==> src/ierr_mask_cfg.svh <==
`ifndef IERR_MASK_CFG_SVH
`define IERR_MASK_CFG_SVH
// What this block does
// - A mask bit of one stops the matching status bit from being reported.
// - The mask never changes a status bit; it still sets and holds.
// - Time-out masks sit at bits 0-2 (ingress) and 4-6 (egress).
// - ECC masks sit at bits 7-14, single then double, in RAM order.
// - Bit 15 parity, bit 16 unreliable link, bits 17-18 replay ECC.
// - Status bits set on detection and clear when software writes one.
// - Severity one reports uncorrectable, severity zero correctable.

// =====================================================
// Register offsets
`define IERR_CTL_OFFSET 12'h480
`define IERR_STS_OFFSET 12'h484
`define IERR_MSK_OFFSET 12'h488
`define IERR_SEV_OFFSET 12'h48C

// =====================================================
// Field layout and reset values
`define IERR_NUM_ERR 19
`define IERR_RSVD_BIT 3
`define IERR_VALID_MASK 32'h0007FFF7
`define IERR_MSK_RESET 32'h00000000
`define IERR_STS_RESET 32'h00000000
`define IERR_SEV_RESET 32'h00000511
`define IERR_CTL_RESET 32'h00000001
`define IERR_CTL_EN_BIT 0
`define IERR_CTL_EN_RESET 1'b1

// =====================================================
// Field positions, time-out group
`define IERR_POS_INGRESS_POSTED_TIMEOUT 0
`define IERR_POS_INGRESS_NONPOSTED_TIMEOUT 1
`define IERR_POS_INGRESS_COMPLETION_TIMEOUT 2
`define IERR_POS_EGRESS_POSTED_TIMEOUT 4
`define IERR_POS_EGRESS_NONPOSTED_TIMEOUT 5
`define IERR_POS_EGRESS_COMPLETION_TIMEOUT 6

// =====================================================
// Field positions, buffer RAM ECC group
`define IERR_POS_INGRESS_DATA_SINGLE_ECC 7
`define IERR_POS_INGRESS_DATA_DOUBLE_ECC 8
`define IERR_POS_INGRESS_CTRL_SINGLE_ECC 9
`define IERR_POS_INGRESS_CTRL_DOUBLE_ECC 10
`define IERR_POS_EGRESS_DATA_SINGLE_ECC 11
`define IERR_POS_EGRESS_DATA_DOUBLE_ECC 12
`define IERR_POS_EGRESS_CTRL_SINGLE_ECC 13
`define IERR_POS_EGRESS_CTRL_DOUBLE_ECC 14

// =====================================================
// Field positions, remaining group
`define IERR_POS_END_TO_END_PARITY_ERROR 15
`define IERR_POS_UNRELIABLE_LINK_FLAG 16
`define IERR_POS_REPLAY_CTRL_SINGLE_ECC 17
`define IERR_POS_REPLAY_CTRL_DOUBLE_ECC 18
`endif

==> src/ierr_mask_pkg.sv <==
package ierr_mask_pkg;
  typedef logic [31:0] word_t;
  // APB request bundle
  typedef struct packed {
    logic psel;
    logic penable;
    logic pwrite;
    logic [11:0] paddr;
    logic [31:0] pwdata;
  } apb_req_s;
  // Report toward the error reporting capability
  typedef struct packed {
    logic uncorrectable;
    logic correctable;
  } err_report_s;
endpackage

==> src/internal_error_report_mask.sv <==
// Design decision made here: the APB interface to the registers.
`timescale 1ns/1ps
`default_nettype none
`include "ierr_mask_cfg.svh"
module internal_error_report_mask (
  input wire logic clk_sys,
  input wire logic sys_rst,
  input wire ierr_mask_pkg::apb_req_s apbReq,
  output logic pready,
  output logic [31:0] prdata,
  output logic pslverr,
  input wire logic [31:0] errDetect,
  output ierr_mask_pkg::err_report_s errReport,
  output logic [31:0] forwardedErr
);
  import ierr_mask_pkg::*;

  // =====================================================
  // Helper functions

  // Compare the bus address with one register offset
  function automatic logic addrIs(
    input logic [11:0] addr,
    input logic [11:0] offset
  );
    addrIs = (addr == offset);
  endfunction

  // One-hot word for a single field position
  function automatic word_t fieldBit(
    input int unsigned pos
  );
    fieldBit = 32'h00000001 << pos;
  endfunction

  // Read-write field: take write data, keep reserved bits low
  function automatic word_t fieldWrite(
    input logic doWrite,
    input word_t current,
    input word_t wdata,
    input word_t keepBits
  );
    fieldWrite = doWrite ? (wdata & keepBits) : current;
  endfunction

  // Sticky status: write-one clears, detection sets, set wins
  function automatic word_t stickyNext(
    input word_t current,
    input word_t clearBits,
    input word_t setBits,
    input word_t keepBits
  );
    stickyNext = ((current & ~clearBits) | setBits) & keepBits;
  endfunction

  // Status bits of one group that the mask lets through
  function automatic word_t passMasked(
    input word_t status,
    input word_t mask,
    input word_t group
  );
    passMasked = status & ~mask & group;
  endfunction

  // Pick the register word addressed by a read
  function automatic word_t readSelect(
    input logic [3:0] sel,
    input word_t ctlWord,
    input word_t stsWord,
    input word_t mskWord,
    input word_t sevWord
  );
    readSelect = 32'h00000000;
    if (sel[0]) begin
      readSelect = ctlWord;
    end else if (sel[1]) begin
      readSelect = stsWord;
    end else if (sel[2]) begin
      readSelect = mskWord;
    end else if (sel[3]) begin
      readSelect = sevWord;
    end
  endfunction

  // True when any bit of a word is set
  function automatic logic anySet(
    input word_t value
  );
    anySet = |value;
  endfunction

  // =====================================================
  // Field map

  // Time-out fields, ingress then egress, bit 3 left out
  word_t timeoutFields;
  assign timeoutFields =
    fieldBit(`IERR_POS_INGRESS_POSTED_TIMEOUT) |
    fieldBit(`IERR_POS_INGRESS_NONPOSTED_TIMEOUT) |
    fieldBit(`IERR_POS_INGRESS_COMPLETION_TIMEOUT) |
    fieldBit(`IERR_POS_EGRESS_POSTED_TIMEOUT) |
    fieldBit(`IERR_POS_EGRESS_NONPOSTED_TIMEOUT) |
    fieldBit(`IERR_POS_EGRESS_COMPLETION_TIMEOUT);

  // Buffer RAM ECC fields, single then double
  word_t eccFields;
  assign eccFields =
    fieldBit(`IERR_POS_INGRESS_DATA_SINGLE_ECC) |
    fieldBit(`IERR_POS_INGRESS_DATA_DOUBLE_ECC) |
    fieldBit(`IERR_POS_INGRESS_CTRL_SINGLE_ECC) |
    fieldBit(`IERR_POS_INGRESS_CTRL_DOUBLE_ECC) |
    fieldBit(`IERR_POS_EGRESS_DATA_SINGLE_ECC) |
    fieldBit(`IERR_POS_EGRESS_DATA_DOUBLE_ECC) |
    fieldBit(`IERR_POS_EGRESS_CTRL_SINGLE_ECC) |
    fieldBit(`IERR_POS_EGRESS_CTRL_DOUBLE_ECC);

  // Parity, unreliable link and replay RAM ECC fields
  word_t otherFields;
  assign otherFields =
    fieldBit(`IERR_POS_END_TO_END_PARITY_ERROR) |
    fieldBit(`IERR_POS_UNRELIABLE_LINK_FLAG) |
    fieldBit(`IERR_POS_REPLAY_CTRL_SINGLE_ECC) |
    fieldBit(`IERR_POS_REPLAY_CTRL_DOUBLE_ECC);

  // Every implemented field; reserved bits stay out
  word_t validBits;
  assign validBits = timeoutFields | eccFields | otherFields;

  // =====================================================
  // Bus decode

  // Phase qualifiers of the current transfer
  logic setupPhase;
  logic accessPhase;
  logic wrStrobe;
  logic rdSetup;
  assign setupPhase = apbReq.psel & ~apbReq.penable;
  assign accessPhase = apbReq.psel & apbReq.penable;
  assign wrStrobe = accessPhase & apbReq.pwrite;
  assign rdSetup = setupPhase & ~apbReq.pwrite;

  // Register selects
  logic selCtl;
  logic selSts;
  logic selMsk;
  logic selSev;
  logic hit;
  assign selCtl = addrIs(apbReq.paddr, `IERR_CTL_OFFSET);
  assign selSts = addrIs(apbReq.paddr, `IERR_STS_OFFSET);
  assign selMsk = addrIs(apbReq.paddr, `IERR_MSK_OFFSET);
  assign selSev = addrIs(apbReq.paddr, `IERR_SEV_OFFSET);
  assign hit = selCtl | selSts | selMsk | selSev;

  // Per-register write strobes, taken in the access phase
  logic wrCtl;
  logic wrSts;
  logic wrMsk;
  logic wrSev;
  assign wrCtl = wrStrobe & selCtl;
  assign wrSts = wrStrobe & selSts;
  assign wrMsk = wrStrobe & selMsk;
  assign wrSev = wrStrobe & selSev;

  // No wait states; an unmapped access flags an error
  assign pready = 1'b1;
  assign pslverr = accessPhase & ~hit;

  // =====================================================
  // Reporting enable

  // Single enable bit that gates both errReport levels but not forwardedErr
  logic enable_reg;
  logic enable_next;
  assign enable_next = wrCtl ?
    apbReq.pwdata[`IERR_CTL_EN_BIT] : enable_reg;

  // Enable register
  always_ff @(posedge clk_sys or posedge sys_rst) begin
    if (sys_rst) begin
      enable_reg <= `IERR_CTL_EN_RESET;
    end else begin
      enable_reg <= enable_next;
    end
  end

  // =====================================================
  // Error status

  // Detection pulses on implemented fields only
  word_t newEvents;
  assign newEvents = errDetect & validBits;

  // Write-one-clear pattern, only from a status write
  word_t statusClear;
  assign statusClear = wrSts ? apbReq.pwdata : 32'h00000000;

  // Mask takes no part, so status holds whatever the mask
  word_t status_reg;
  word_t status_next;
  assign status_next = stickyNext(status_reg, statusClear,
    newEvents, validBits);

  // Status register
  always_ff @(posedge clk_sys or posedge sys_rst) begin
    if (sys_rst) begin
      status_reg <= `IERR_STS_RESET;
    end else begin
      status_reg <= status_next;
    end
  end

  // =====================================================
  // Report mask

  // Mask fields, reserved bits ignore writes
  word_t mask_reg;
  word_t mask_next;
  assign mask_next = fieldWrite(wrMsk, mask_reg, apbReq.pwdata,
    validBits);

  // Mask register, all fields clear after reset
  always_ff @(posedge clk_sys or posedge sys_rst) begin
    if (sys_rst) begin
      mask_reg <= `IERR_MSK_RESET;
    end else begin
      mask_reg <= mask_next;
    end
  end

  // =====================================================
  // Severity

  // Severity fields, reserved bits ignore writes
  word_t sev_reg;
  word_t sev_next;
  assign sev_next = fieldWrite(wrSev, sev_reg, apbReq.pwdata,
    validBits);

  // Severity register
  always_ff @(posedge clk_sys or posedge sys_rst) begin
    if (sys_rst) begin
      sev_reg <= `IERR_SEV_RESET;
    end else begin
      sev_reg <= sev_next;
    end
  end

  // =====================================================
  // Read path

  // Control word view, enable in bit 0
  word_t ctlView;
  assign ctlView = {31'h00000000, enable_reg};

  // Register select vector and addressed word
  logic [3:0] selVec;
  word_t rdSelect;
  assign selVec = {selSev, selMsk, selSts, selCtl};
  assign rdSelect = readSelect(selVec, ctlView, status_reg, mask_reg,
    sev_reg);

  // Capture in the setup cycle of a read, hold otherwise
  word_t rd_reg;
  word_t rd_next;
  assign rd_next = rdSetup ? rdSelect : rd_reg;
  assign prdata = rd_reg;

  // Read data register
  always_ff @(posedge clk_sys or posedge sys_rst) begin
    if (sys_rst) begin
      rd_reg <= 32'h00000000;
    end else begin
      rd_reg <= rd_next;
    end
  end

  // =====================================================
  // Reporting toward the capability

  // Set and unmasked status bits, one group at a time
  word_t liveTimeout;
  word_t liveEcc;
  word_t liveOther;
  word_t unmasked;
  assign liveTimeout = passMasked(status_reg, mask_reg, timeoutFields);
  assign liveEcc = passMasked(status_reg, mask_reg, eccFields);
  assign liveOther = passMasked(status_reg, mask_reg, otherFields);
  assign unmasked = liveTimeout | liveEcc | liveOther;
  assign forwardedErr = unmasked;

  // Split by severity
  word_t urgentBits;
  word_t mildBits;
  assign urgentBits = unmasked & sev_reg;
  assign mildBits = unmasked & ~sev_reg;

  // Report levels, both held off while reporting is disabled
  logic raiseUncorr;
  logic raiseCorr;
  assign raiseUncorr = enable_reg & anySet(urgentBits);
  assign raiseCorr = enable_reg & anySet(mildBits);
  assign errReport = '{
    uncorrectable: raiseUncorr,
    correctable: raiseCorr
  };
endmodule
`default_nettype wire

==> config.mk <==
export PLATFORM = sky130hd
export DESIGN_NAME = internal_error_report_mask
export DESIGN_NICKNAME = d
export VERILOG_FILES = /design/src/ierr_mask_pkg.sv /design/src/internal_error_report_mask.sv
export VERILOG_INCLUDE_DIRS = /design/src
export SDC_FILE = /design/constraint.sdc
export NUM_CORES = 1
export LEC_CHECK = 0
export BUFFER_PORTS_ARGS = -buffer_cell sky130_fd_sc_hd__buf_2
export CORE_MARGIN = 1.5
export CORE_UTILIZATION = 53
export CTS_CLUSTER_DIAMETER = 50
export DETAILED_ROUTE_END_ITERATION = 10
export PLACE_DENSITY = 0.86
export SYNTH_ARGS = -nofsm -noshare
export SYNTH_HDL_FRONTEND = slang
export SYNTH_SLANG_ARGS = --single-unit
==> constraint.sdc <==
create_clock -name clk_sys -period 4.9 [get_ports clk_sys]
set_clock_uncertainty 0.2 [all_clocks]
set_input_delay 0.735 -clock clk_sys [delete_from_list [all_inputs] [get_ports clk_sys]]
set_output_delay 0.735 -clock clk_sys [all_outputs]
set_load 0.02 [all_outputs]
# Word level (Yosys, flattened, before mapping)

Cells that the tools add are included.

Multiplexer cells: 5
Reduce and logical (&&, ||, !) cells: 2
$mul: 0
$lt $le $gt $ge: 0
Div/mod/pow operators: 0
Shift-type cells: 0
Bitwise logic cells: 27
Equality and inequality tests: 4
Add/sub/neg operators: 0

Operators with widths:

| kind                                                                    | count |
|---|---|
| 32-bit 2-to-1 mux                                                       | 3 |
| 32-bit OR reduction                                                     | 2 |
| 19-bit bitwise AND                                                      | 3 |
| 12-bit by 11-bit equality test with 1-bit output, second input constant | 4 |
| 19-bit 2-to-1 mux                                                       | 2 |
| 19-bit NOT                                                              | 2 |
| 19-bit by 32-bit bitwise AND with 32-bit output                         | 1 |
| 19-bit NOT with 32-bit output                                           | 1 |
| 15-bit by 19-bit bitwise OR with 19-bit output                          | 1 |
| 19-bit bitwise OR                                                       | 1 |
| 7-bit by 15-bit bitwise OR with 15-bit output                           | 1 |
| 1-bit bitwise AND                                                       | 11 |
| 1-bit NOT                                                               | 3 |
| 1-bit bitwise OR                                                        | 3 |

Latch bits: 0
RAM bits: 0
Flip-flop bits (word level): 87
ROM bits: 0
Logic and storage cells: 43
Memories kept: 0
Output and inout port bits: 68
Input port bits: 81

# Logic depth before layout (Yosys ltp)

Gate-level depths: netlist of run 1.

Word-level depth: 7
Depth in mapped cells: 6
Mapped depth without buffers: 4

# Worst setup path before layout of run 1

OpenSTA, ideal clock, no wires.

Path type: input -> register
Start point: input apbReq[38] (netlist name)
End point: register mask_reg[0]
Stages on the path: 5
Path slack: 2267 ps
Data required time: 4575 ps
Buffers on the path: 1
Library setup time: 125 ps
Arrival: 2308 ps
Cell sequence: nor4b_4 -> nand3_2 -> nor4b_4 -> buf_4 -> mux2_2

Word-level cells in the longest chain between the ends: 2

Ends and longest elaborated chain:

| element                                          | line                              | source |
|---|---|---|
| start: declaration                               | internal_error_report_mask.sv:8   | `input wire ierr_mask_pkg::apb_req_s apbReq,` |
| 12-bit by 11-bit equality test with 1-bit output | internal_error_report_mask.sv:26  | `addrIs = (addr == offset);` |
| 1-bit bitwise AND                                | internal_error_report_mask.sv:161 | `assign wrMsk = wrStrobe & selMsk;` |
| end signal: assignment                           | internal_error_report_mask.sv:224 | `` mask_reg <= `IERR_MSK_RESET; `` |
| end signal: assignment                           | internal_error_report_mask.sv:226 | `mask_reg <= mask_next;` |
| end: declaration                                 | internal_error_report_mask.sv:216 | `word_t mask_reg;` |

Every way passes these cells.
A chain may end at the register's enable or synchronous reset.

==> results of run 1 <==
[cells in the mapped netlist (2+ instances only)]
library cell | instances | area, um2
sky130_fd_sc_hd__dfrtp_1 | 68 | 1702
sky130_fd_sc_hd__nor2b_1 | 25 | 156.4
sky130_fd_sc_hd__clkbuf_1 | 11 | 41.29
sky130_fd_sc_hd__a2111oi_0 | 3 | 26.28
sky130_fd_sc_hd__nor2_1 | 35 | 131.4
sky130_fd_sc_hd__buf_4 | 33 | 247.7
sky130_fd_sc_hd__dfstp_2 | 5 | 131.4
sky130_fd_sc_hd__a22oi_1 | 5 | 37.54
sky130_fd_sc_hd__and3_1 | 2 | 12.51
sky130_fd_sc_hd__o41ai_2 | 9 | 146.4
sky130_fd_sc_hd__nor3b_1 | 9 | 67.56
sky130_fd_sc_hd__o41ai_1 | 8 | 70.07
sky130_fd_sc_hd__conb_1 | 2 | 7.510
sky130_fd_sc_hd__inv_1 | 6 | 22.52
sky130_fd_sc_hd__a21o_1 | 18 | 135.1
sky130_fd_sc_hd__mux2_2 | 37 | 416.7
sky130_fd_sc_hd__nor4b_4 | 2 | 47.55
sky130_fd_sc_hd__nand3_1 | 20 | 100.1
sky130_fd_sc_hd__nand3b_1 | 8 | 60.06
sky130_fd_sc_hd__nand4_1 | 4 | 25.02
sky130_fd_sc_hd__nand2_1 | 19 | 71.32
sky130_fd_sc_hd__a21oi_1 | 17 | 85.08
[power by group through the flow]
stage / Sequential, mW / Clock (mW) / Combinational [mW]
after floorplan: 0.615 / 0 / 0.0693
after global placement: 0.615 / 0 / 0.0891
after detailed placement: 0.615 / 0 / 0.0913
after CTS: 0.603 / 0.532 / 0.0916
after global routing: 0.603 / 0.555 / 0.103
final: 0.603 / 0.526 / 0.0919
[placed cells by master (no fill, tap or decap), drive strengths merged, types with 9 or more instances in the layout]
master | synthesis | final
a21o | 18 | 18
a21oi | 17 | 17
buf | 36 | 94
clkbuf | 11 | 11
conb | 2 | 29
dfrtp | 68 | 68
mux2 | 37 | 37
nand2 | 19 | 19
nand3 | 21 | 21
nor2 | 35 | 35
nor2b | 25 | 25
nor3b | 9 | 9
o41ai | 17 | 17
[kinds of logic after synthesis]
| logic type | Yosys count | synth area share (%) |
|---|---|---|
| flops | 73 | 46.99 |
| buf+inv | 53 | 8.499 |
| simple gates | 132 | 19.31 |
| mux | 38 | 11.26 |
| compound gates | 64 | 13.76 |
| other cells | 2 | 0.1925 |
[layer usage]
metal / vias up / GRT usage, % / part of all wire, %
li1: 1409 / - / -
met1: 1556 / 35.94 / 44
met2: 162 / 41.12 / 47
met3: 18 / 3.638 / 6.9
met4: 0 / 11.93 / 2.0
met5: - / 0 / 0
[stage by stage]
step                area (um2)  std cells  util, %
floorplan                 4003        389        -
global placement          4295        535    59.86
detailed placement        4295        535    59.86
CTS                       4517        551    62.95
global route              4517        551    62.95
finish                    4517        551    62.95
[area by class of cell]
class / count / area, um2 / area share [%]
timing repair buffer: 94 / 478.0 / 10.58
sequential: 73 / 1833 / 40.58
clock buffer: 11 / 141.4 / 3.130
tap: 99 / 123.9 / 2.742
multi-input combinational: 263 / 1838 / 40.69
clock inverter: 5 / 80.08 / 1.773
inverter: 6 / 22.52 / 0.4986
[worst register-to-register path, cell delays in order (launching register included)]
cell	delay (ns)
sky130_fd_sc_hd__dfrtp_1	0.41
sky130_fd_sc_hd__mux4_2	0.47
sky130_fd_sc_hd__nand4_1	0.10
sky130_fd_sc_hd__o21ai_0	0.07
[worst paths after layout]
kind / startpoint / to / slack (ns) / depth (start not counted)
min in group clk_sys: prdata[17]$_DFFE_PP0P_ / prdata[17]$_DFFE_PP0P_ / 0.28 / 2
setup / recovery: status_reg[7]$_DFF_PP0_ / errReport[0] / 1.68 / 5
max in group asynchronous: sys_rst / sev_reg[4]$_DFFE_PP1P_ / 3.21 / 3
hold reg to reg: prdata[17]$_DFFE_PP0P_ / prdata[17]$_DFFE_PP0P_ / 0.28 / 2
hold / removal: sys_rst / status_reg[8]$_DFF_PP0_ / 0.28 / 2
setup reg to reg: status_reg[0]$_DFF_PP0_ / prdata[0]$_DFFE_PP0P_ / 3.51 / 3
==> flow_summary.html, run 1 <==
<table>
<tr><th>Metric</th><th>Value</th></tr>
<tr><th colspan="2">Die</th></tr>
<tr><td>Initial Util</td><td>54.37%</td></tr>
<tr><td>Core region area</td><td>7176 um2</td></tr>
<tr><td>Height of the die</td><td>88.80 um</td></tr>
<tr><td>Overall die area</td><td>between 7000 and 8000 um2</td></tr>
<tr><td>Die Width</td><td>88.80 um</td></tr>
<tr><td>Number of top-level pins</td><td>149</td></tr>
<tr><td>Placement row count</td><td>31</td></tr>
<tr><th colspan="2">Yosys</th></tr>
<tr><td>Total number of yosys warnings</td><td>0</td></tr>
<tr><td>Mean instance size in the synthesized netlist</td><td>roughly 11 um2</td></tr>
<tr><td>Proportion of register bits with asynchronous set or reset after synthesis</td><td>100.0%</td></tr>
<tr><td>Cell Area, Synth</td><td>3901 um2</td></tr>
<tr><td>Number of register bits inferred by synthesis</td><td>73</td></tr>
<tr><td>Sequential area share after synthesis</td><td>around 47%</td></tr>
<tr><td>Synth Flop Type</td><td>sky130_fd_sc_hd__dfrtp_1</td></tr>
<tr><td>Synth cell types</td><td>38</td></tr>
<tr><td>Number of enable flip-flop cells after synthesis</td><td>0</td></tr>
<tr><td>Gate Count Post-Synth</td><td>between 300 and 400</td></tr>
<tr><th colspan="2">Setup path</th></tr>
<tr><td>Biggest fanout along the worst timing path</td><td>4</td></tr>
<tr><td>Nature of the critical path startpoint</td><td>flip-flop</td></tr>
<tr><td>Endpoint type of the worst setup path</td><td>output port</td></tr>
<tr><td>Cell with the biggest individual delay on the critical path</td><td>sky130_fd_sc_hd__a2111oi_0</td></tr>
<tr><td>Crit path arrival time</td><td>2.29 ns</td></tr>
<tr><td>Bufs and invs on worst path</td><td>1</td></tr>
<tr><td>Gate family responsible for the most delay along the worst path</td><td>compound AO/OA/AOI/OAI gates</td></tr>
<tr><td>Data required time at the worst endpoint</td><td>3.96 ns</td></tr>
<tr><td>Critical setup path kind</td><td>flip-flop to output port</td></tr>
<tr><td>Cells along the critical path</td><td>nor2b_1, a2111oi_0, nand3_1, o41a_1, buf_2</td></tr>
<tr><td>Worst path max stage delay</td><td>0.58 ns</td></tr>
<tr><th colspan="2">STA</th></tr>
<tr><td>Max transition margin</td><td>34.75%</td></tr>
<tr><td>Final critical-path share of the clock period</td><td>65.73%</td></tr>
<tr><td>Total of endpoints with negative setup slack in the final report</td><td>0</td></tr>
<tr><td>Total negative setup slack</td><td>0 ns</td></tr>
<tr><td>Worst-case setup margin in the final layout</td><td>around 1.7 ns</td></tr>
<tr><td>Tmin final</td><td>between 3 and 4 ns</td></tr>
<tr><td>Final hold viol count</td><td>0</td></tr>
<tr><td>Setup repair after global routing missed its margin</td><td>false</td></tr>
<tr><td>Slew @ Worst Pin</td><td>between 0.9 and 1 ns</td></tr>
<tr><td>Final Hold Slack</td><td>roughly 0.28 ns</td></tr>
<tr><td>Highest attainable clock frequency</td><td>a little over 300 MHz</td></tr>
<tr><td>Max Slew Vio Count</td><td>0</td></tr>
<tr><th colspan="2">Clock tree</th></tr>
<tr><td>Total number of H-tree levels</td><td>3</td></tr>
<tr><td>Hold-fix buffers, CTS</td><td>0</td></tr>
<tr><td>Clock net sink count</td><td>73</td></tr>
<tr><td>CTS clk-pin slew, worst paths</td><td>about 0.08 ns</td></tr>
<tr><td>Master cell of the clock root buffer</td><td>sky130_fd_sc_hd__clkbuf_8</td></tr>
<tr><td>Setup Buffers After CTS</td><td>0</td></tr>
<tr><td>Worst-case clock buffer depth</td><td>2</td></tr>
<tr><td>Number of clock buffers inserted by TritonCTS</td><td>9</td></tr>
<tr><td>Resize count post-CTS</td><td>0</td></tr>
<tr><td>CTS tree</td><td>built</td></tr>
<tr><td>Clock insertion delay at the later pin of the skew report</td><td>~0.35 ns</td></tr>
<tr><th colspan="2">Detailed routing</th></tr>
<tr><td>Antenna-violating nets left</td><td>0</td></tr>
<tr><td>Initial DRC count</td><td>292</td></tr>
<tr><td>WL final</td><td>roughly 9900 um</td></tr>
<tr><td>Detailed-routing iteration count for the pre-antenna-repair pass</td><td>5</td></tr>
<tr><td>Via count</td><td>3145</td></tr>
<tr><td>Routed wire length per instance</td><td>about 18 um</td></tr>
<tr><td>Average via count per standard cell</td><td>roughly 5.7</td></tr>
<tr><td>DRC viols</td><td>0</td></tr>
<tr><th colspan="2">Placed design</th></tr>
<tr><td>Number of input and output port buffers inserted</td><td>91</td></tr>
<tr><td>Minimum setup slack after placement</td><td>1.622 ns</td></tr>
<tr><td>Final weighted congestion in routability-driven placement</td><td>0.8153</td></tr>
<tr><td>Post-detailed-placement half-perimeter wirelength</td><td>roughly 6600 um</td></tr>
<tr><th colspan="2">Layout</th></tr>
<tr><td>Area added between synthesis and finish</td><td>15.78%</td></tr>
<tr><td>Number of fillers in the final layout</td><td>610</td></tr>
<tr><td>Antenna Diode Count</td><td>0</td></tr>
<tr><td>Final #Nets</td><td>528</td></tr>
<tr><td>Share of cells above drive strength 1</td><td>37.17%</td></tr>
<tr><th colspan="2">Power</th></tr>
<tr><td>Maximum resistive drop on vdd</td><td>178.2 uV</td></tr>
<tr><td>Power density normalized to cell area</td><td>about 270 nW/um2</td></tr>
<tr><td>Clock power frac</td><td>a little over two fifths</td></tr>
<tr><td>LEAKAGE</td><td>around 2 nW</td></tr>
<tr><td>Comb power frac</td><td>7.5%</td></tr>
<tr><td>Switching power summed over all nets</td><td>between 0.2 and 0.3 mW</td></tr>
<tr><td>Post-route total power</td><td>1.221 mW</td></tr>
<tr><td>Seq pwr share</td><td>49.4%</td></tr>
<tr><td>Switching power as a share of total power</td><td>between 20% and 30%</td></tr>
<tr><td>Cell internal pwr</td><td>around 0.93 mW</td></tr>
<tr><th colspan="2">Min path</th></tr>
<tr><td>Class of the tightest hold or removal check</td><td>primary input to async pin</td></tr>
<tr><th colspan="2">Run status</th></tr>
<tr><td>Run status</td><td>finished clean</td></tr>
<tr><th colspan="2">Global routing</th></tr>
<tr><td>Number of global-route vias before repair</td><td>roughly 3k</td></tr>
<tr><td>Final global-route overflow total</td><td>0</td></tr>
<tr><td>Number of antenna violations at the first check in global routing</td><td>0</td></tr>
<tr><td>Combined global-route utilization of all metal layers</td><td>26.09%</td></tr>
<tr><td>Wire length of the first global-routing pass</td><td>between 15000 and 20000 um</td></tr>
<tr><td>Maximum number of pins on one net before global-route repair</td><td>42</td></tr>
<tr><th colspan="2">Flow run</th></tr>
<tr><td>Count of max-cap constraint violations</td><td>0</td></tr>
</table>
Note: power is estimated with default switching activity, not from simulation.
==> inputs of run 2 (changes only) <==
--- a/config.mk
+++ b/config.mk
@@ -8,10 +8,10 @@
 export LEC_CHECK = 0
 export BUFFER_PORTS_ARGS = -buffer_cell sky130_fd_sc_hd__buf_2
 export CORE_MARGIN = 1.5
-export CORE_UTILIZATION = 53
+export CORE_UTILIZATION = 49
 export CTS_CLUSTER_DIAMETER = 50
 export DETAILED_ROUTE_END_ITERATION = 10
-export PLACE_DENSITY = 0.86
+export PLACE_DENSITY = 0.8
 export SYNTH_ARGS = -nofsm -noshare
 export SYNTH_HDL_FRONTEND = slang
 export SYNTH_SLANG_ARGS = --single-unit
==> constraint.sdc (replaced) <==
create_clock -name clk_sys -period 3.4 [get_ports clk_sys]
set_clock_uncertainty 0.2 [all_clocks]
set_input_delay 0.51 -clock clk_sys [delete_from_list [all_inputs] [get_ports clk_sys]]
set_output_delay 0.51 -clock clk_sys [all_outputs]
set_load 0.02 [all_outputs]
==> flow_summary.html, run 2 (same netlist as run 1, synthesis figures left out) <==
<table>
<tr><th>Metric</th><th>Value</th></tr>
<tr><th colspan="2">Run status</th></tr>
<tr><td>Run status</td><td>finished clean</td></tr>
<tr><th colspan="2">STA</th></tr>
<tr><td>Total negative setup slack</td><td>0 ns (unchanged)</td></tr>
<tr><td>Total of endpoints with negative setup slack in the final report</td><td>0 (unchanged)</td></tr>
<tr><td>Final hold viol count</td><td>0 (unchanged)</td></tr>
<tr><td>Final critical-path share of the clock period</td><td>85.65%</td></tr>
<tr><td>Slew @ Worst Pin</td><td>0.9236 ns (-0.05228 ns)</td></tr>
<tr><td>Final Hold Slack</td><td>0.1172 ns (-0.1596 ns)</td></tr>
<tr><td>Max Slew Vio Count</td><td>0 (unchanged)</td></tr>
<tr><td>Setup repair after global routing missed its margin</td><td>false</td></tr>
<tr><td>Highest attainable clock frequency</td><td>343.4 MHz</td></tr>
<tr><td>Max transition margin</td><td>38.42% (+3.7 points)</td></tr>
<tr><td>Tmin final</td><td>between 2 and 3 ns</td></tr>
<tr><th colspan="2">Clock tree</th></tr>
<tr><td>Number of clock buffers inserted by TritonCTS</td><td>9 (unchanged)</td></tr>
<tr><td>Setup Buffers After CTS</td><td>0 (unchanged)</td></tr>
<tr><td>Worst-case clock buffer depth</td><td>2 (unchanged)</td></tr>
<tr><td>Master cell of the clock root buffer</td><td>sky130_fd_sc_hd__clkbuf_8</td></tr>
<tr><td>CTS tree</td><td>built</td></tr>
<tr><td>Clock net sink count</td><td>73 (unchanged)</td></tr>
<tr><td>CTS clk-pin slew, worst paths</td><td>0.07 ns (about the same)</td></tr>
<tr><td>Hold-fix buffers, CTS</td><td>0 (unchanged)</td></tr>
<tr><td>Resize count post-CTS</td><td>0 (unchanged)</td></tr>
<tr><td>Clock insertion delay at the later pin of the skew report</td><td>0.34 ns (about the same)</td></tr>
<tr><td>Total number of H-tree levels</td><td>3 (unchanged)</td></tr>
<tr><th colspan="2">Layout</th></tr>
<tr><td>Leading cell type in the layout, fill and taps excluded</td><td>sky130_fd_sc_hd__buf_2</td></tr>
<tr><td>Antenna Diode Count</td><td>0 (unchanged)</td></tr>
<tr><td>Share of cells above drive strength 1</td><td>38.21% (+1.0 points)</td></tr>
<tr><td>Final #Nets</td><td>534 (+1.1%)</td></tr>
<tr><td>Most frequent cells in the layout</td><td>91 x sky130_fd_sc_hd__buf_2, 68 x sky130_fd_sc_hd__dfrtp_1, 37 x sky130_fd_sc_hd__mux2_2</td></tr>
<tr><td>Area added between synthesis and finish</td><td>17.54%</td></tr>
<tr><th colspan="2">Placed design</th></tr>
<tr><td>Number of input and output port buffers inserted</td><td>91 (unchanged)</td></tr>
<tr><td>Final weighted congestion in routability-driven placement</td><td>0.8415 (+3.2%)</td></tr>
<tr><td>Post-detailed-placement half-perimeter wirelength</td><td>6813 um (+3.9%)</td></tr>
<tr><th colspan="2">Die</th></tr>
<tr><td>Die Width</td><td>92.23 um (+3.9%)</td></tr>
<tr><td>Initial Util</td><td>50.49% (-3.9 points)</td></tr>
<tr><td>Overall die area</td><td>8506 um2 (+7.9%)</td></tr>
<tr><td>Placement row count</td><td>32 (+3.2%)</td></tr>
<tr><td>Number of top-level pins</td><td>149 (unchanged)</td></tr>
<tr><td>Height of the die</td><td>92.23 um (+3.9%)</td></tr>
<tr><td>Core region area</td><td>7727 um2 (+7.7%)</td></tr>
<tr><th colspan="2">Detailed routing</th></tr>
<tr><td>Routed wire length per instance</td><td>18.04 um (+0.82%)</td></tr>
<tr><td>DRC viols</td><td>0 (unchanged)</td></tr>
<tr><td>Initial DRC count</td><td>189 (-35%)</td></tr>
<tr><td>WL final</td><td>10100 um (+2.5%)</td></tr>
<tr><td>Via count</td><td>3142 (-0.095%)</td></tr>
<tr><td>Detailed-routing iteration count for the pre-antenna-repair pass</td><td>5 (unchanged)</td></tr>
<tr><td>Antenna-violating nets left</td><td>0 (unchanged)</td></tr>
<tr><td>Average via count per standard cell</td><td>5.611 (-1.7%)</td></tr>
<tr><th colspan="2">Global routing</th></tr>
<tr><td>Number of global-route vias before repair</td><td>3118 (+4.2%)</td></tr>
<tr><td>Combined global-route utilization of all metal layers</td><td>24.75% (-1.3 points)</td></tr>
<tr><td>Wire length of the first global-routing pass</td><td>16040 um (+6.4%)</td></tr>
<tr><td>Number of antenna violations at the first check in global routing</td><td>0 (unchanged)</td></tr>
<tr><td>Maximum number of pins on one net before global-route repair</td><td>38 (-9.5%)</td></tr>
<tr><td>Final global-route overflow total</td><td>0 (unchanged)</td></tr>
<tr><th colspan="2">Power</th></tr>
<tr><td>Power density normalized to cell area</td><td>388.5 nW/um2 (+44%)</td></tr>
<tr><td>LEAKAGE</td><td>2.100 nW (+2.0%)</td></tr>
<tr><td>Maximum resistive drop on vdd</td><td>300.5 uV (+69%)</td></tr>
<tr><th colspan="2">Setup path</th></tr>
<tr><td>Biggest fanout along the worst timing path</td><td>4 (unchanged)</td></tr>
<tr><td>Gate family responsible for the most delay along the worst path</td><td>compound AO/OA/AOI/OAI gates</td></tr>
<tr><td>Worst path max stage delay</td><td>0.53 ns (-0.05 ns)</td></tr>
<tr><td>Cell with the biggest individual delay on the critical path</td><td>sky130_fd_sc_hd__a2111oi_0</td></tr>
<tr><td>Critical setup path kind</td><td>flip-flop to output port</td></tr>
<tr><td>Cells along the critical path</td><td>nor2b_1, a2111oi_0, nand3_1, o41a_1, buf_2</td></tr>
<tr><td>Nature of the critical path startpoint</td><td>flip-flop</td></tr>
<tr><td>Data required time at the worst endpoint</td><td>2.69 ns (-1.27 ns)</td></tr>
<tr><td>Endpoint type of the worst setup path</td><td>output port</td></tr>
<tr><td>Crit path arrival time</td><td>2.20 ns (-0.09 ns)</td></tr>
<tr><td>Bufs and invs on worst path</td><td>1 (unchanged)</td></tr>
<tr><th colspan="2">Flow run</th></tr>
<tr><td>Count of max-cap constraint violations</td><td>0 (unchanged)</td></tr>
<tr><th colspan="2">Min path</th></tr>
<tr><td>Class of the tightest hold or removal check</td><td>primary input to async pin</td></tr>
</table>
[run 2: cell types whose count changed in the layout (fill, tap and decap cells not counted), sizes merged]
cell,previous run,this run
buf,94,100
clkinv,1,2
clkinvlp,2,1
[run 2: worst register-to-register path: stages, from the launching register on]
cell	delay, ns
sky130_fd_sc_hd__dfrtp_1	0.42
sky130_fd_sc_hd__mux4_2	0.49
sky130_fd_sc_hd__nand4_1	0.10
sky130_fd_sc_hd__o21ai_0	0.08
[run 2: per-layer routing]
| metal | wire (um) | vias to the layer above | GRT usage [%] |
|---|---|---|---|
| met5 | 0 | - | 0 |
| met3 | 669 | 17 | 4.809 |
| li1 | - | 1417 | - |
| met4 | 169 | 0 | 7.692 |
| met1 | 4586 | 1548 | 34.34 |
| met2 | 4676 | 160 | 39.20 |
[run 2: layout make-up]
cell class / count / area [um2]
Fill cell: 659 / 3142
Multi-Input combinational cell: 263 / 1838
Sequential cell: 73 / 1833
Timing Repair Buffer: 100 / 535.5
Clock buffer: 11 / 151.4
Tap cell: 102 / 127.6
Clock inverter: 5 / 77.57
Inverter: 6 / 22.52
[run 2: power by group]
group          leakage (nW)  total, mW  switching [mW]  internal [mW]
combinational          1.08      0.137          0.0997         0.0369
clock                 0.115      0.776           0.325          0.451
sequential            0.908      0.869        0.000630          0.869
total                  2.10       1.78           0.425           1.36
[run 2: final timing paths]
check / slack, ns / start / depth (start not counted) / to
max in group asynchronous: 2.15 / sys_rst / 3 / enable_reg$_DFFE_PP1P_
min in group clk_sys: 0.14 / errDetect[6] / 2 / status_reg[6]$_DFF_PP0_
min: 0.12 / sys_rst / 2 / status_reg[8]$_DFF_PP0_
min reg2reg: 0.28 / prdata[2]$_DFFE_PP0P_ / 2 / prdata[2]$_DFFE_PP0P_
max: 0.49 / status_reg[7]$_DFF_PP0_ / 5 / errReport[0]
max reg2reg: 2.01 / status_reg[0]$_DFF_PP0_ / 3 / prdata[0]$_DFFE_PP0P_
[run 2: per-stage QoR]
stage	util (%)	area, um2	setup WS, ns	total power, mW	cells
2_1_floorplan	-	4003	0.8450	0.9859	389
3_3_place_gp	56.38	4357	0.8820	1.018	544
3_5_place_dp	56.38	4357	0.8360	1.022	544
4_1_cts	59.34	4586	0.4765	1.790	560
5_1_grt	59.34	4586	0.4006	1.840	560
6_report	59.34	4586	0.4879	1.781	560
==> inputs of run 3 (changes only) <==
--- a/config.mk
+++ b/config.mk
@@ -11,6 +11,7 @@
 export CORE_UTILIZATION = 49
 export CTS_CLUSTER_DIAMETER = 50
 export DETAILED_ROUTE_END_ITERATION = 10
+export MAX_ROUTING_LAYER = met4
 export PLACE_DENSITY = 0.8
 export SYNTH_ARGS = -nofsm -noshare
 export SYNTH_HDL_FRONTEND = slang
==> flow_summary.html, run 3 (same netlist as run 1, synthesis figures left out) <==
<table>
<tr><th>Metric</th><th>Value</th></tr>
<tr><th colspan="2">Layout</th></tr>
<tr><td>Util after Layout</td><td>59.34% (unchanged)</td></tr>
<tr><td>Number of fillers in the final layout</td><td>659 (unchanged)</td></tr>
<tr><td>Final #Nets</td><td>534 (unchanged)</td></tr>
<tr><td>Antenna Diode Count</td><td>0 (unchanged)</td></tr>
<tr><td>Area added between synthesis and finish</td><td>17.54% (unchanged)</td></tr>
<tr><td>Share of cells above drive strength 1</td><td>38.21% (unchanged)</td></tr>
<tr><td>Most frequent cells in the layout</td><td>91 x sky130_fd_sc_hd__buf_2, 68 x sky130_fd_sc_hd__dfrtp_1, 37 x sky130_fd_sc_hd__mux2_2</td></tr>
<tr><td>Final non-filler cell area</td><td>4586 um2 (unchanged)</td></tr>
<tr><td>Count of placed standard cells in the final layout, fillers left out</td><td>560 (unchanged)</td></tr>
<tr><td>Leading cell type in the layout, fill and taps excluded</td><td>sky130_fd_sc_hd__buf_2</td></tr>
<tr><th colspan="2">Clock tree</th></tr>
<tr><td>Resize count post-CTS</td><td>0 (unchanged)</td></tr>
<tr><td>Clock net sink count</td><td>73 (unchanged)</td></tr>
<tr><td>Number of clock buffers inserted by TritonCTS</td><td>9 (unchanged)</td></tr>
<tr><td>CTS clk-pin slew, worst paths</td><td>0.07 ns (about the same)</td></tr>
<tr><td>Master cell of the clock root buffer</td><td>sky130_fd_sc_hd__clkbuf_8</td></tr>
<tr><td>Setup Buffers After CTS</td><td>0 (unchanged)</td></tr>
<tr><td>Worst-case clock buffer depth</td><td>2 (unchanged)</td></tr>
<tr><td>Clock insertion delay at the later pin of the skew report</td><td>0.34 ns (about the same)</td></tr>
<tr><td>Total number of H-tree levels</td><td>3 (unchanged)</td></tr>
<tr><td>CTS tree</td><td>built</td></tr>
<tr><td>Hold-fix buffers, CTS</td><td>0 (unchanged)</td></tr>
<tr><th colspan="2">Power</th></tr>
<tr><td>Seq pwr share</td><td>48.8% (about the same)</td></tr>
<tr><td>Switching power summed over all nets</td><td>0.4256 mW (+0.15%)</td></tr>
<tr><td>Switching power as a share of total power</td><td>23.88% (+0.026 points)</td></tr>
<tr><td>LEAKAGE</td><td>2.100 nW (unchanged)</td></tr>
<tr><td>Cell internal pwr</td><td>1.356 mW (about the same)</td></tr>
<tr><td>Power density normalized to cell area</td><td>388.6 nW/um2 (about the same)</td></tr>
<tr><td>Clock power frac</td><td>43.6% (about the same)</td></tr>
<tr><td>Post-route total power</td><td>1.782 mW (about the same)</td></tr>
<tr><td>Maximum resistive drop on vdd</td><td>300.5 uV (about the same)</td></tr>
<tr><td>Comb power frac</td><td>7.7% (about the same)</td></tr>
<tr><th colspan="2">Die</th></tr>
<tr><td>Die Width</td><td>92.23 um (unchanged)</td></tr>
<tr><td>Number of top-level pins</td><td>149 (unchanged)</td></tr>
<tr><td>Overall die area</td><td>8506 um2 (unchanged)</td></tr>
<tr><td>Placement row count</td><td>32 (unchanged)</td></tr>
<tr><td>Core region area</td><td>7727 um2 (unchanged)</td></tr>
<tr><td>Initial Util</td><td>50.49% (unchanged)</td></tr>
<tr><td>Height of the die</td><td>92.23 um (unchanged)</td></tr>
<tr><th colspan="2">Setup path</th></tr>
<tr><td>Critical setup path kind</td><td>flip-flop to output port</td></tr>
<tr><td>Crit path arrival time</td><td>2.20 ns (about the same)</td></tr>
<tr><td>Cells along the critical path</td><td>nor2b_1, a2111oi_0, nand3_1, o41a_1, buf_2</td></tr>
<tr><td>Worst path max stage delay</td><td>0.53 ns (about the same)</td></tr>
<tr><td>R2r startpoint</td><td>status_reg[0]$_DFF_PP0_</td></tr>
<tr><td>Endpoint type of the worst setup path</td><td>output port</td></tr>
<tr><td>Biggest fanout along the worst timing path</td><td>4 (unchanged)</td></tr>
<tr><td>Nature of the critical path startpoint</td><td>flip-flop</td></tr>
<tr><td>Start point of the critical path</td><td>status_reg[7]$_DFF_PP0_</td></tr>
<tr><td>Data required time at the worst endpoint</td><td>2.69 ns (about the same)</td></tr>
<tr><td>Cell with the biggest individual delay on the critical path</td><td>sky130_fd_sc_hd__a2111oi_0</td></tr>
<tr><th colspan="2">STA</th></tr>
<tr><td>Final hold viol count</td><td>0 (unchanged)</td></tr>
<tr><td>Final Hold Slack</td><td>0.1181 ns (+0.0008790 ns)</td></tr>
<tr><td>Slew @ Worst Pin</td><td>0.9196 ns (-0.004010 ns)</td></tr>
<tr><td>Tmin final</td><td>2.910 ns (-0.001978 ns)</td></tr>
<tr><td>Max Slew Vio Count</td><td>0 (unchanged)</td></tr>
<tr><td>Total of endpoints with negative setup slack in the final report</td><td>0 (unchanged)</td></tr>
<tr><td>Worst-case setup margin in the final layout</td><td>0.4899 ns (+0.001978 ns)</td></tr>
<tr><td>Setup repair after global routing missed its margin</td><td>false</td></tr>
<tr><td>Max transition margin</td><td>38.69% (+0.27 points)</td></tr>
<tr><td>Final critical-path share of the clock period</td><td>85.59% (about the same)</td></tr>
<tr><td>Highest attainable clock frequency</td><td>343.6 MHz (about the same)</td></tr>
<tr><td>Total negative setup slack</td><td>0 ns (unchanged)</td></tr>
<tr><th colspan="2">Global routing</th></tr>
<tr><td>Maximum number of pins on one net before global-route repair</td><td>38 (unchanged)</td></tr>
<tr><td>Combined global-route utilization of all metal layers</td><td>25.45% (+0.71 points)</td></tr>
<tr><td>Wire length of the first global-routing pass</td><td>16050 um (about the same)</td></tr>
<tr><td>Number of antenna violations at the first check in global routing</td><td>0 (unchanged)</td></tr>
<tr><td>Final global-route overflow total</td><td>0 (unchanged)</td></tr>
<tr><td>Number of global-route vias before repair</td><td>3117 (-0.032%)</td></tr>
<tr><th colspan="2">Detailed routing</th></tr>
<tr><td>DRC viols</td><td>0 (unchanged)</td></tr>
<tr><td>WL final</td><td>10100 um (about the same)</td></tr>
<tr><td>Antenna-violating nets left</td><td>0 (unchanged)</td></tr>
<tr><td>Routed wire length per instance</td><td>18.04 um (about the same)</td></tr>
<tr><td>Initial DRC count</td><td>187 (-1.1%)</td></tr>
<tr><td>Detailed-routing iteration count for the pre-antenna-repair pass</td><td>5 (unchanged)</td></tr>
<tr><td>Average via count per standard cell</td><td>5.627 (+0.29%)</td></tr>
<tr><td>Via count</td><td>3151 (+0.29%)</td></tr>
<tr><th colspan="2">Placed design</th></tr>
<tr><td>Number of instances in the placed design</td><td>544 (unchanged)</td></tr>
<tr><td>Final weighted congestion in routability-driven placement</td><td>0.8547 (+1.6%)</td></tr>
<tr><td>Number of input and output port buffers inserted</td><td>91 (unchanged)</td></tr>
<tr><td>Minimum setup slack after placement</td><td>0.8360 ns (unchanged)</td></tr>
<tr><td>Standard cell area after detailed placement</td><td>4357 um2 (unchanged)</td></tr>
<tr><td>Post-detailed-placement half-perimeter wirelength</td><td>6813 um (unchanged)</td></tr>
<tr><th colspan="2">Flow run</th></tr>
<tr><td>Count of max-cap constraint violations</td><td>0 (unchanged)</td></tr>
<tr><th colspan="2">Min path</th></tr>
<tr><td>Class of the tightest hold or removal check</td><td>primary input to async pin</td></tr>
<tr><th colspan="2">Run status</th></tr>
<tr><td>Run status</td><td>finished clean</td></tr>
</table>
-- run 3: power by group through the flow --
stage                     Clock [mW]  Combinational [mW]  Sequential (mW)
after floorplan                    0              0.0999            0.886
after global placement             0               0.132            0.886
after detailed placement           0               0.136            0.886
after CTS                      0.784               0.137            0.869
after global routing           0.821               0.150            0.869
final                          0.776               0.137            0.869
-- run 3: layout make-up --
| cell class | instances | area, um2 | area share, % |
|---|---|---|---|
| clock buffer | 11 | 151.4 | 3.301 |
| tap | 102 | 127.6 | 2.783 |
| clock inverter | 5 | 77.57 | 1.692 |
| inverter | 6 | 22.52 | 0.4911 |
| sequential | 73 | 1833 | 39.97 |
| timing repair buffer | 100 | 535.5 | 11.68 |
| multi-input combinational | 263 | 1838 | 40.08 |
-- run 3: worst max-delay path: cells and delay by family, from the launching register on --
family	cells	cell delay, ns
compound gates	2	0.94
flops	1	0.41
simple gates	2	0.34
buf+inv	1	0.17
-- run 3: final timing paths --
path                                            to  slack [ns]  cells past startpoint
max                                   errReport[0]        0.49                      5
min                        status_reg[8]$_DFF_PP0_        0.12                      2
max reg2reg                  prdata[0]$_DFFE_PP0P_        2.00                      3
min reg2reg                  prdata[2]$_DFFE_PP0P_        0.28                      2
max in group asynchronous   enable_reg$_DFFE_PP1P_        2.15                      3
min in group clk_sys       status_reg[6]$_DFF_PP0_        0.14                      2
-- run 3: per-layer routing --
layer	global-route usage, %	share of wire [%]
met1	34.34	45
met2	39.20	46
met3	4.809	6.6
met4	7.692	1.8
met5	-	0
